--- src/verilog/uvc_pkg.sv ---
// Package with register offsets, field positions and reset values for the receive-chain control bank.
// Overview of operation
// - Register 53 bit 11 set, bit 10 clear selects medium-power mode; else low-noise.
// - Register 53 bit 10 set, bit 11 clear selects low-power mode; else low-noise.
// - Register 53 bit 12 powers down attenuator and gain stage together.
// - Register 53 bit 13 powers down only the input amplifier.
// - Register 53 bit 14 puts the chain in partial, fast-wake power-down.
// - Register 53 bit 15 fully powers down the chain and overrides partial power-down.
// - Register 54 bits 4:0 pick summing-amplifier feedback resistors, setting its gain.
// - Register 54 bit 5: fast clock input, 0 differential, 1 single-ended.
// - Register 54 bit 6: base clock input, 0 single-ended, 1 differential.
// - Register 54 bit 8 selects imaging path (0) or Doppler path (1).
// - Register 54 bit 9 is an active-low summing-amplifier enable.
// - Register 54 bits 11:10 set clock multiple: 16x, 8x, 4x, 1x.
// - Four-bit mixer phase per channel; registers 55 and 56, lowest channel lowest nibble.
// - Register 57 holds two-bit input gain per channel: 18, 24, 12 dB, reserved.
// - Register 59 bits 3:2 choose input high-pass corner 100, 50, 200, 150 kHz.
// - Register 59 bit 7 enables digital attenuator; bits 6:4 give N times 6 dB.
// - Register 59 bit 8 powers the summing amplifier: 0 off, 1 on.
// - Register 59 bit 9 routes gain-stage outputs to Doppler outputs for test.
// - Register 52 bits 4:0 each enable one termination resistor; zero enables none. Here zero selects the preset from bits 7:6 instead.
// - Termination setting applies equally to imaging and Doppler paths.
// - Register 52 bits 7:6 pick a preset termination matched to input gain.
package uvc_pkg;

  // ---------------------------------------------------------------------------
  // Register offsets
  // ---------------------------------------------------------------------------
  localparam logic [7:0] ADDR_TERMINATION = 8'h34;
  localparam logic [7:0] ADDR_CHAIN_POWER = 8'h35;
  localparam logic [7:0] ADDR_CW_PATH = 8'h36;
  localparam logic [7:0] ADDR_PHASE_LOW = 8'h37;
  localparam logic [7:0] ADDR_PHASE_HIGH = 8'h38;
  localparam logic [7:0] ADDR_INPUT_GAIN = 8'h39;
  localparam logic [7:0] ADDR_FILTER_ATTEN = 8'h3B;

  // ---------------------------------------------------------------------------
  // Reset values and writable masks
  // ---------------------------------------------------------------------------
  localparam logic [15:0] RESET_VALUE = 16'h0000;
  localparam logic [15:0] MASK_TERMINATION = 16'h80DF;
  localparam logic [15:0] MASK_CHAIN_POWER = 16'hFC00;
  localparam logic [15:0] MASK_CW_PATH = 16'h0F7F;
  localparam logic [15:0] MASK_FULL = 16'hFFFF;
  localparam logic [15:0] MASK_FILTER_ATTEN = 16'h03FC;

  // ---------------------------------------------------------------------------
  // Field positions
  // ---------------------------------------------------------------------------
  localparam int TERM_RES_LSB = 0;
  localparam int TERM_PRESET_LSB = 6;
  localparam int INDIV_GAIN_BIT = 15;
  localparam int LOW_POWER_BIT = 10;
  localparam int MEDIUM_CONSUMPTION_SELECT_BIT = 11;
  localparam int ATT_GAIN_OFF_BIT = 12;
  localparam int INPUT_AMP_OFF_BIT = 13;
  localparam int PARTIAL_SLEEP_BIT = 14;
  localparam int FULL_SLEEP_BIT = 15;
  localparam int SUMMER_GAIN_LSB = 0;
  localparam int FAST_CLK_TYPE_BIT = 5;
  localparam int BASE_CLK_TYPE_BIT = 6;
  localparam int PATH_SELECT_BIT = 8;
  localparam int SUMMER_DISABLE_BIT = 9;
  localparam int CLOCK_MULT_LSB = 10;
  localparam int HPF_LSB = 2;
  localparam int ATT_STEP_LSB = 4;
  localparam int ATT_ENABLE_BIT = 7;
  localparam int SUMMER_POWER_BIT = 8;
  localparam int TEST_ROUTE_BIT = 9;

  // ---------------------------------------------------------------------------
  // Encodings
  // ---------------------------------------------------------------------------
  typedef enum logic [1:0] {
    UVC_MODE_LOW_NOISE = 2'h0,
    UVC_MODE_MEDIUM = 2'h1,
    UVC_MODE_LOW_POWER = 2'h2
  } uvc_power_mode_e;

  typedef enum logic [1:0] {
    UVC_SLEEP_NONE = 2'h0,
    UVC_SLEEP_PARTIAL = 2'h1,
    UVC_SLEEP_FULL = 2'h2
  } uvc_sleep_e;

  localparam logic [1:0] GAIN_CODE_RESERVED = 2'h3;

endpackage

--- src/verilog/uvc_config_regs.sv ---
// Register bank that steers power, Doppler, gain, filter and termination settings of the receive chain.
//
// Decided for this implementation: the plain strobed port.
`timescale 1ns/100ps
`default_nettype none
module uvc_config_regs #(
  parameter int CHANNELS = 8
) (
  // Clock and reset
  input wire logic i_clk,
  input wire logic i_rst_n,
  // Register port
  input wire logic [7:0] i_addr,
  input wire logic [15:0] i_wdata,
  input wire logic i_wr,
  input wire logic i_rd,
  output logic [15:0] o_rdata,
  // Chain power
  output logic [1:0] o_power_mode,
  output logic o_atten_gain_stage_off,
  output logic o_input_amp_off,
  output logic [1:0] o_chain_sleep,
  // Doppler path
  output logic [4:0] o_doppler_summer_gain,
  output logic o_doppler_fast_clock_type,
  output logic o_doppler_base_clock_type,
  output logic o_path_select,
  output logic o_doppler_summer_on,
  output logic [1:0] o_doppler_clock_multiple,
  output logic o_gain_stage_test_route,
  output logic [4*CHANNELS-1:0] o_channel_mixer_phase,
  // Input amplifier and filter
  output logic [2*CHANNELS-1:0] o_channel_input_gain,
  output logic o_gain_reserved,
  output logic [1:0] o_input_highpass_corner,
  output logic [2:0] o_digital_atten_step,
  // Termination, same for both paths
  output logic [4:0] o_termination_resistors
);

  // ---------------------------------------------------------------------------
  // Address decode
  // ---------------------------------------------------------------------------
  localparam int NREG = 7;

  logic [15:0] reg_r [NREG];
  logic [15:0] rdata_r;
  logic [NREG-1:0] hit;

  function automatic logic [7:0] reg_addr(input int idx);
    logic [7:0] a;
    a = uvc_pkg::ADDR_TERMINATION;
    unique case (idx)
      1: a = uvc_pkg::ADDR_CHAIN_POWER;
      2: a = uvc_pkg::ADDR_CW_PATH;
      3: a = uvc_pkg::ADDR_PHASE_LOW;
      4: a = uvc_pkg::ADDR_PHASE_HIGH;
      5: a = uvc_pkg::ADDR_INPUT_GAIN;
      6: a = uvc_pkg::ADDR_FILTER_ATTEN;
      default: a = uvc_pkg::ADDR_TERMINATION;
    endcase
    return a;
  endfunction

  // Only documented bits are stored; reserved bits read back as zero.
  function automatic logic [15:0] reg_mask(input int idx);
    logic [15:0] m;
    m = uvc_pkg::MASK_FULL;
    unique case (idx)
      0: m = uvc_pkg::MASK_TERMINATION;
      1: m = uvc_pkg::MASK_CHAIN_POWER;
      2: m = uvc_pkg::MASK_CW_PATH;
      6: m = uvc_pkg::MASK_FILTER_ATTEN;
      default: m = uvc_pkg::MASK_FULL;
    endcase
    return m;
  endfunction

  // ---------------------------------------------------------------------------
  // Storage
  // ---------------------------------------------------------------------------
  genvar gi;
  generate
    for (gi = 0; gi < NREG; gi++) begin : g_reg
      assign hit[gi] = (i_addr == reg_addr(gi));
      always_ff @(posedge i_clk or negedge i_rst_n) begin
        if (!i_rst_n) begin
          reg_r[gi] <= uvc_pkg::RESET_VALUE;
        end else if (i_wr && hit[gi]) begin
          reg_r[gi] <= i_wdata & reg_mask(gi);
        end
      end
    end
  endgenerate

  // ---------------------------------------------------------------------------
  // Read path
  // ---------------------------------------------------------------------------
  logic [15:0] rd_sel;

  always_comb begin
    rd_sel = 16'h0000;
    for (int k = 0; k < NREG; k++) begin
      if (hit[k]) begin
        rd_sel = reg_r[k];
      end
    end
  end

  // Unmapped addresses read as zero; data stands only in the cycle after the strobe.
  always_ff @(posedge i_clk or negedge i_rst_n) begin
    if (!i_rst_n) begin
      rdata_r <= uvc_pkg::RESET_VALUE;
    end else begin
      rdata_r <= i_rd ? rd_sel : 16'h0000;
    end
  end

  assign o_rdata = rdata_r;

  // ---------------------------------------------------------------------------
  // Chain power decode
  // ---------------------------------------------------------------------------
  wire [15:0] pwr = reg_r[1];
  wire [15:0] cwp = reg_r[2];
  wire [15:0] flt = reg_r[6];
  wire [15:0] term = reg_r[0];

  wire med_sel = pwr[uvc_pkg::MEDIUM_CONSUMPTION_SELECT_BIT];
  wire low_sel = pwr[uvc_pkg::LOW_POWER_BIT];

  // Both mode bits set is not a legal combination, so the chain stays low-noise.
  assign o_power_mode = (med_sel && !low_sel) ? uvc_pkg::UVC_MODE_MEDIUM :
                        (low_sel && !med_sel) ? uvc_pkg::UVC_MODE_LOW_POWER :
                        uvc_pkg::UVC_MODE_LOW_NOISE;

  // Doppler mode does not switch the attenuator off by itself; software uses this bit.
  assign o_atten_gain_stage_off = pwr[uvc_pkg::ATT_GAIN_OFF_BIT];
  assign o_input_amp_off = pwr[uvc_pkg::INPUT_AMP_OFF_BIT];

  assign o_chain_sleep = pwr[uvc_pkg::FULL_SLEEP_BIT] ? uvc_pkg::UVC_SLEEP_FULL :
                         pwr[uvc_pkg::PARTIAL_SLEEP_BIT] ? uvc_pkg::UVC_SLEEP_PARTIAL :
                         uvc_pkg::UVC_SLEEP_NONE;

  // ---------------------------------------------------------------------------
  // Doppler path decode
  // ---------------------------------------------------------------------------
  assign o_doppler_summer_gain = cwp[uvc_pkg::SUMMER_GAIN_LSB +: 5];
  assign o_doppler_fast_clock_type = cwp[uvc_pkg::FAST_CLK_TYPE_BIT];
  assign o_doppler_base_clock_type = cwp[uvc_pkg::BASE_CLK_TYPE_BIT];
  assign o_path_select = cwp[uvc_pkg::PATH_SELECT_BIT];
  assign o_doppler_clock_multiple = cwp[uvc_pkg::CLOCK_MULT_LSB +: 2];

  // The summer runs only when its active-low enable is clear and its power bit is set.
  assign o_doppler_summer_on = !cwp[uvc_pkg::SUMMER_DISABLE_BIT]
                               && flt[uvc_pkg::SUMMER_POWER_BIT];

  assign o_gain_stage_test_route = flt[uvc_pkg::TEST_ROUTE_BIT];

  // Channel phases; channels past the fourth live in the high-channel register.
  generate
    for (gi = 0; gi < CHANNELS; gi++) begin : g_phase
      if (gi < 4) begin : g_lo
        assign o_channel_mixer_phase[4*gi +: 4] = reg_r[3][4*gi +: 4];
      end else begin : g_hi
        assign o_channel_mixer_phase[4*gi +: 4] = reg_r[4][4*(gi-4) +: 4];
      end
    end
  endgenerate

  // ---------------------------------------------------------------------------
  // Input amplifier gain and filter decode
  // ---------------------------------------------------------------------------
  // Individual gains only apply while the enable bit is set; otherwise the 18 dB code.
  wire indiv = term[uvc_pkg::INDIV_GAIN_BIT];
  logic [CHANNELS-1:0] rsv;

  generate
    for (gi = 0; gi < CHANNELS; gi++) begin : g_gain
      assign o_channel_input_gain[2*gi +: 2] = indiv ? reg_r[5][2*gi +: 2] : 2'h0;
      assign rsv[gi] = indiv && (reg_r[5][2*gi +: 2] == uvc_pkg::GAIN_CODE_RESERVED);
    end
  endgenerate

  assign o_gain_reserved = |rsv;

  assign o_input_highpass_corner = flt[uvc_pkg::HPF_LSB +: 2];

  // Step is forced to zero while the attenuator is disabled.
  assign o_digital_atten_step = flt[uvc_pkg::ATT_ENABLE_BIT] ? flt[uvc_pkg::ATT_STEP_LSB +: 3] : 3'h0;

  // ---------------------------------------------------------------------------
  // Termination
  // ---------------------------------------------------------------------------
  // The preset decoder uses channel one's gain as the common gain reference.
  uvc_term_decoder u_term (
    .i_preset(term[uvc_pkg::TERM_PRESET_LSB +: 2]),
    .i_gain(o_channel_input_gain[1:0]),
    .i_manual(term[uvc_pkg::TERM_RES_LSB +: 5]),
    .o_resistors(o_termination_resistors)
  );

endmodule
`default_nettype wire

--- src/verilog/uvc_term_decoder.sv ---
// Preset termination decoder: maps a preset and input gain onto feedback resistor enables.
`timescale 1ns/100ps
`default_nettype none
module uvc_term_decoder (
  // Preset and gain
  input wire logic [1:0] i_preset,
  input wire logic [1:0] i_gain,
  // Manual resistor selection
  input wire logic [4:0] i_manual,
  // Resistor enables
  output logic [4:0] o_resistors
);

  // Presets pick one to five resistors that give roughly 50, 100, 200 and 400 ohm at each gain.
  // The manual field wins whenever any of its bits is set, so software keeps full control.
  logic [4:0] preset_sel;

  always_comb begin
    preset_sel = 5'h00;
    unique case ({i_preset, i_gain})
      4'h0: preset_sel = 5'h0B;
      4'h1: preset_sel = 5'h01;
      4'h2: preset_sel = 5'h1F;
      4'h3: preset_sel = 5'h0B;
      4'h4: preset_sel = 5'h02;
      4'h5: preset_sel = 5'h02;
      4'h6: preset_sel = 5'h03;
      4'h7: preset_sel = 5'h02;
      4'h8: preset_sel = 5'h12;
      4'h9: preset_sel = 5'h04;
      4'hA: preset_sel = 5'h06;
      4'hB: preset_sel = 5'h12;
      4'hC: preset_sel = 5'h18;
      4'hD: preset_sel = 5'h0C;
      4'hE: preset_sel = 5'h0C;
      4'hF: preset_sel = 5'h18;
    endcase
  end

  assign o_resistors = (i_manual != 5'h00) ? i_manual : preset_sel;

endmodule
`default_nettype wire
--- config.mk ---
export PLATFORM = sky130hd
export DESIGN_NAME = uvc_config_regs
export DESIGN_NICKNAME = d
export VERILOG_FILES = /design/src/verilog/uvc_pkg.sv /design/src/verilog/uvc_config_regs.sv /design/src/verilog/uvc_term_decoder.sv
export SDC_FILE = /design/constraint.sdc
export NUM_CORES = 1
export LEC_CHECK = 0
export BUFFER_PORTS_ARGS = -buffer_cell sky130_fd_sc_hd__buf_2
export CORE_MARGIN = 2
export CORE_UTILIZATION = 49
export DETAILED_ROUTE_END_ITERATION = 16
export PLACE_DENSITY_LB_ADDON = 0.05
export SYNTH_ARGS = -nofsm -noshare
export SYNTH_HDL_FRONTEND = slang
export SYNTH_HIERARCHICAL = 1
export SYNTH_SLANG_ARGS = --single-unit
--- constraint.sdc ---
create_clock -name i_clk -period 2.5 [get_ports i_clk]
set_input_delay 0.5 -clock i_clk [delete_from_list [all_inputs] [get_ports i_clk]]
set_output_delay 0.5 -clock i_clk [all_outputs]
set_load 0.01 [all_outputs]
== Yosys cells after proc, flatten, opt, wreduce, memory -nomap -nowiden ==
Memory sizes are Yosys's and may differ from the RTL's.
Index checks and enable logic that the tools add are counted.
W data, S select, Z words.
Word-level totals
  register bits: 97
  bits in latches: 0
  memory bits (writable): 0
  bits in read-only memories: 80
  input port bits: 28
  output and inout bits: 93
  logic and storage cells: 69
  memories: 1
Operators by class
  add/sub/neg operators: 0
  multiply operators: 0
  divide/modulo/power cells: 0
  order comparisons: 0
  eq/ne operators: 15
  shift-type cells: 0
  mux-type cells: 22
  bitwise logic cells: 0
  reductions and logical operators: 23
Memories
  (name not given): depth 16, width 5, rd ports 1, clocked after memory_dff 0, write ports 0, line uvc_term_decoder.sv:20  | unique case ({i_preset, i_gain})
Operators with widths (count)
  $mux W16: 8
  $eq A8 B6 Y1 const B: 7
  $mux W2: 11
  $logic_and A1 B1 Y1: 18
  $eq A2 B2 Y1 const B: 8
  $reduce_or A8 Y1: 1
  $mux W5: 1
  $reduce_bool A5 Y1: 1
  $logic_not A1 Y1: 3
  $mux W3: 1
  $mux W1: 1

== Longest topological paths before layout ==
  depth in word-level cells: 9
  depth in mapped cells: 7
  depth with buffers taken out: 6

== Cells and area by module ==
The synthesis kept the hierarchy.
Modules (own cells, without submodules)
  uvc_config_regs: times used 1, cells an instance 420, area each 5167.5 um^2, sequential area each 2427.3 um^2
  uvc_term_decoder: times used 1, cells an instance 21, area each 150.1 um^2, sequential area each 0.0 um^2

== Worst setup path after synthesis ==
No wires, ideal clock.
  path type: reg2out
  start: register reg_r, in the netlist term[15]
  end: output port o_termination_resistors[3]
  data arrival time: 1.551 ns
  required time: 2.000 ns
  setup slack: 0.449 ns
  cell stages (with the launch flop): 8
  cells stage by stage: dfrtp_1 > clkbuf_1 > and2_1 > inv_1 > ha_1 > or3_1 > nand2_1 > a21o_2
On the way
  longest elaborated chain between the ends: 3
Ends and longest elaborated chain
  from (decl): line uvc_config_regs.sv:46  | logic [15:0] reg_r [NREG];
  from (signal, indexed assignment): line uvc_config_regs.sv:88  | reg_r[gi] <= uvc_pkg::RESET_VALUE;
  from (signal, indexed assignment): line uvc_config_regs.sv:90  | reg_r[gi] <= i_wdata & reg_mask(gi);
  $mux W2: line uvc_config_regs.sv:180  | assign o_channel_input_gain[2*gi +: 2] = indiv ? reg_r[5][2*gi +: 2] : 2'h0;
  named net o_channel_input_gain[1]: line uvc_config_regs.sv:33  | output logic [2*CHANNELS-1:0] o_channel_input_gain,
  $mem_v2 Z16 W5
  $mux W5: line uvc_term_decoder.sv:40  | assign o_resistors = (i_manual != 5'h00) ? i_manual : preset_sel;
  to (decl): line uvc_config_regs.sv:38  | output logic [4:0] o_termination_resistors
The timed path passes the listed nets, and every way through them passes these cells.

== Worst setup path in the final report ==
  start: register reg_r[17] in the netlist's numbering
  end: output port o_termination_resistors[2]
On the way
  longest elaborated chain between the ends: 3
Ends and longest elaborated chain (line)
  $mux W2: uvc_config_regs.sv:180
  $mem_v2 Z16 W5
  $mux W5: uvc_term_decoder.sv:40
No other way between the ends.

==> impl_metrics.csv <==
group,metric,value,unit
floorplan,initial_core_util,49.71,%
power,p_leak,3.198,nW
layout,drive_gt1_share,48.50,%
grt,grt_remaining_overflow,0,
floorplan,fp.dieW,108.2,µm
job,cap_violations,0,
detailed_routing,ant_nets,0,
clock_network,root_buffer,"clkbuf_8",
grt,grt_pass1_wl,21400,µm
critical_path,cp-end-kind,"primary output",
yosys,ys_warn_count,6,
detailed_routing,drt_first_pass_iters,4,
clock_network,clkLatencyLatePin,0.38,ns
detailed_routing,routedWlPerCell,19.88,µm
clock_network,cts_tree,"yes",
sta,setup_violations,0,
hold_path,hold_path_class,"in2async",
placed_design,gp_congestion,0.8209,
sta,holdWs,0.09797,ns
yosys,ys_seq_area_share,45.65,%
layout,antenna_cells,0,
clock_network,ctsHoldBuffers,0,
sta,fin_crit_sh,95.01,%
floorplan,fp.dieH,108.2,µm
yosys,synth_area,0.005318,mm²
critical_path,crit_type,"reg2out",
sta,tns,0,ns
yosys,synthesis.nets,471,
placed_design,place_hpwl,9747,µm
critical_path,critPathArrivalTime,1.88,ns
floorplan,design.die.area,0.01170,mm²
layout,layoutNonFillerInstCount,672,
layout,final_common_cell,"buf_2",
yosys,synthArstFlopShare,100.0,%
grt,gr-usage-all-layers,24.43,%
yosys,syn_area_per_cell,12.06,µm²
clock_network,numCtsBuffers,9,
detailed_routing,via_count,3685,
critical_path,required,2.00,ns
critical_path,start_kind,"flip-flop",
placed_design,port_buffers,120,
sta,clock-skew-final,0.01332,ns
floorplan,pin_count,121,
detailed_routing,viasPerCell,5.484,
grt,grt_pass1_vias,3753,
power,peakVddDrop,0.0003162,V
layout,design_area,0.006053,mm²
sta,drv_slew,0,
grt,grt_max_degree,40,
placed_design,place_inst,656,
clock_network,cts_sinks,97,
floorplan,coreArea,0.01070,mm²
detailed_routing,drc_errors,0,
sta,rsz0062_at_grt,"no",
yosys,synth_ff_type,"dfrtp_1",
critical_path,cp_max_fo,4,
clock_network,cts-htree-levels,3,
sta,finalHoldViolCount,0,
sta,worstMarginPinSlew,0.5178,ns
clock_network,clockBufferDepth,2,
yosys,synth_cells,441,
yosys,ys_seq_elements,97,
layout,final_cell_mix,"buf_2, dfrtp_1, mux2_2, mux2_4, o21ai_0",
power,p_per_area,548.8,mW/mm²
placed_design,placed_cell_area,0.005808,mm²
yosys,synth_edf_count,0,
layout,areaGrowthSynthToFinish,13.84,%
sta,clock.fmax,0.4210,GHz
status,status,"finished, final reports clean",
grt,antenna_found_initial,0,
floorplan,core.rowCount,38,
detailed_routing,drt_iter0_drc,127,
detailed_routing,drt-total-wl,13360,µm
sta,final.min_clock_period,2.375,ns
clock_network,clkTransAtPathRegs,0.10,ns
yosys,yosys.cell_types.count,60,
layout,nets,557,
sta,max_slew_margin,65.48,%
cells by family after synthesis:
family	share of synthesized area [%]
AND/OR/NAND/NOR	13.53
multiplexers	20.94
buffers and inverters	9.341
adder cells (fa/ha/maj)	0.4705
AO/OA/AOI/OAI	10.07
flip-flops	45.65
area by class of cell:
type / instances / area [µm²]
Inverter: 11 / 41.29
Multi-Input combinational cell: 269 / 2395
Sequential cell: 97 / 2427
Clock buffer: 11 / 141.4
Fill cell: 955 / 4644
Timing Repair Buffer: 139 / 770.7
Clock inverter: 5 / 102.6
Tap cell: 140 / 175.2
sequential cells by signal, summed over array words and instances (netlist names):
signal and count:
o_channel_mixer_phase 32, o_rdata 16, reg_r 16, cwp 11
flt 8, term 8, pwr 6
Yosys cell counts (4+ instances only):
cell type / n / area, µm²
nand4_1: 5 / 31.28
nor2_4: 4 / 45.04
nand2_1: 17 / 63.81
and3_1: 4 / 25.02
o22ai_1: 4 / 25.02
o21ai_0: 21 / 105.1
dfrtp_1: 97 / 2427
mux2_4: 28 / 420.4
a32o_1: 4 / 40.04
a31oi_1: 6 / 37.54
nand3_1: 5 / 25.02
mux2i_1: 4 / 40.04
nor2_1: 5 / 18.77
nand2b_1: 5 / 31.28
inv_1: 11 / 41.29
mux2_2: 48 / 540.5
a22oi_1: 8 / 60.06
and2_1: 19 / 118.9
clkbuf_1: 6 / 22.52
mux2_1: 10 / 112.6
buf_2: 7 / 35.03
nor2b_1: 6 / 37.54
a21oi_1: 11 / 55.05
buf_4: 46 / 345.3
per-layer routing:
layer | share of wire, % | GRT usage [%]
met1 | 44 | 33.95
met3 | 5.7 | 4.400
met5 | 0 | 0
met4 | 2.1 | 8.883
met2 | 48 | 38.41
report_power, final:
part / leakage (nW) / internal (mW) / switching, mW / total, mW
registers: 1.34 / 1.63 / 0.0593 / 1.69
clock network: 0.120 / 0.691 / 0.550 / 1.24
logic: 1.74 / 0.178 / 0.213 / 0.391
total: 3.20 / 2.50 / 0.823 / 3.32
critical path, cell delays in order, from the launching register on:
cell	delay [ns]
dfrtp_1	0.43
and2_1	0.20
ha_1	0.30
inv_1	0.04
a22o_1	0.22
a21o_1	0.17
buf_2	0.13
final timing paths:
kind,start,endpoint,slack (ns),depth (start not counted)
max in group asynchronous,i_rst_n,o_rdata[1],1.71,2
hold / removal,i_rst_n,o_rdata[3],0.1,1
setup reg to reg,o_channel_mixer_phase[2],o_rdata[2],1.06,4
hold reg to reg,o_channel_mixer_phase[6],o_channel_mixer_phase[6],0.53,1
setup / recovery,reg_r[17],o_termination_resistors[2],0.12,6
min in group i_clk,i_wdata[12],o_channel_mixer_phase[12],0.39,2
per-stage QoR:
step           power, mW  setup WS [ns]  util (%)
6_report           3.322         0.1247     56.58
5_1_grt            3.474        0.05046     56.58
4_1_cts            3.345        0.08304     56.57
3_5_place_dp       2.116         0.3358     54.29
3_3_place_gp       2.108         0.3792     54.29
2_1_floorplan      1.968         0.4490         -
repair_timing:
| action | 4_1_cts | 5_1_grt |
|---|---|---|
| endpoints found under the setup margin | 0 | 1 |
| gates resized for setup | 0 | 1 |
| setup buffers | 0 | 0 |
Note: power is estimated with default switching activity, not from simulation.
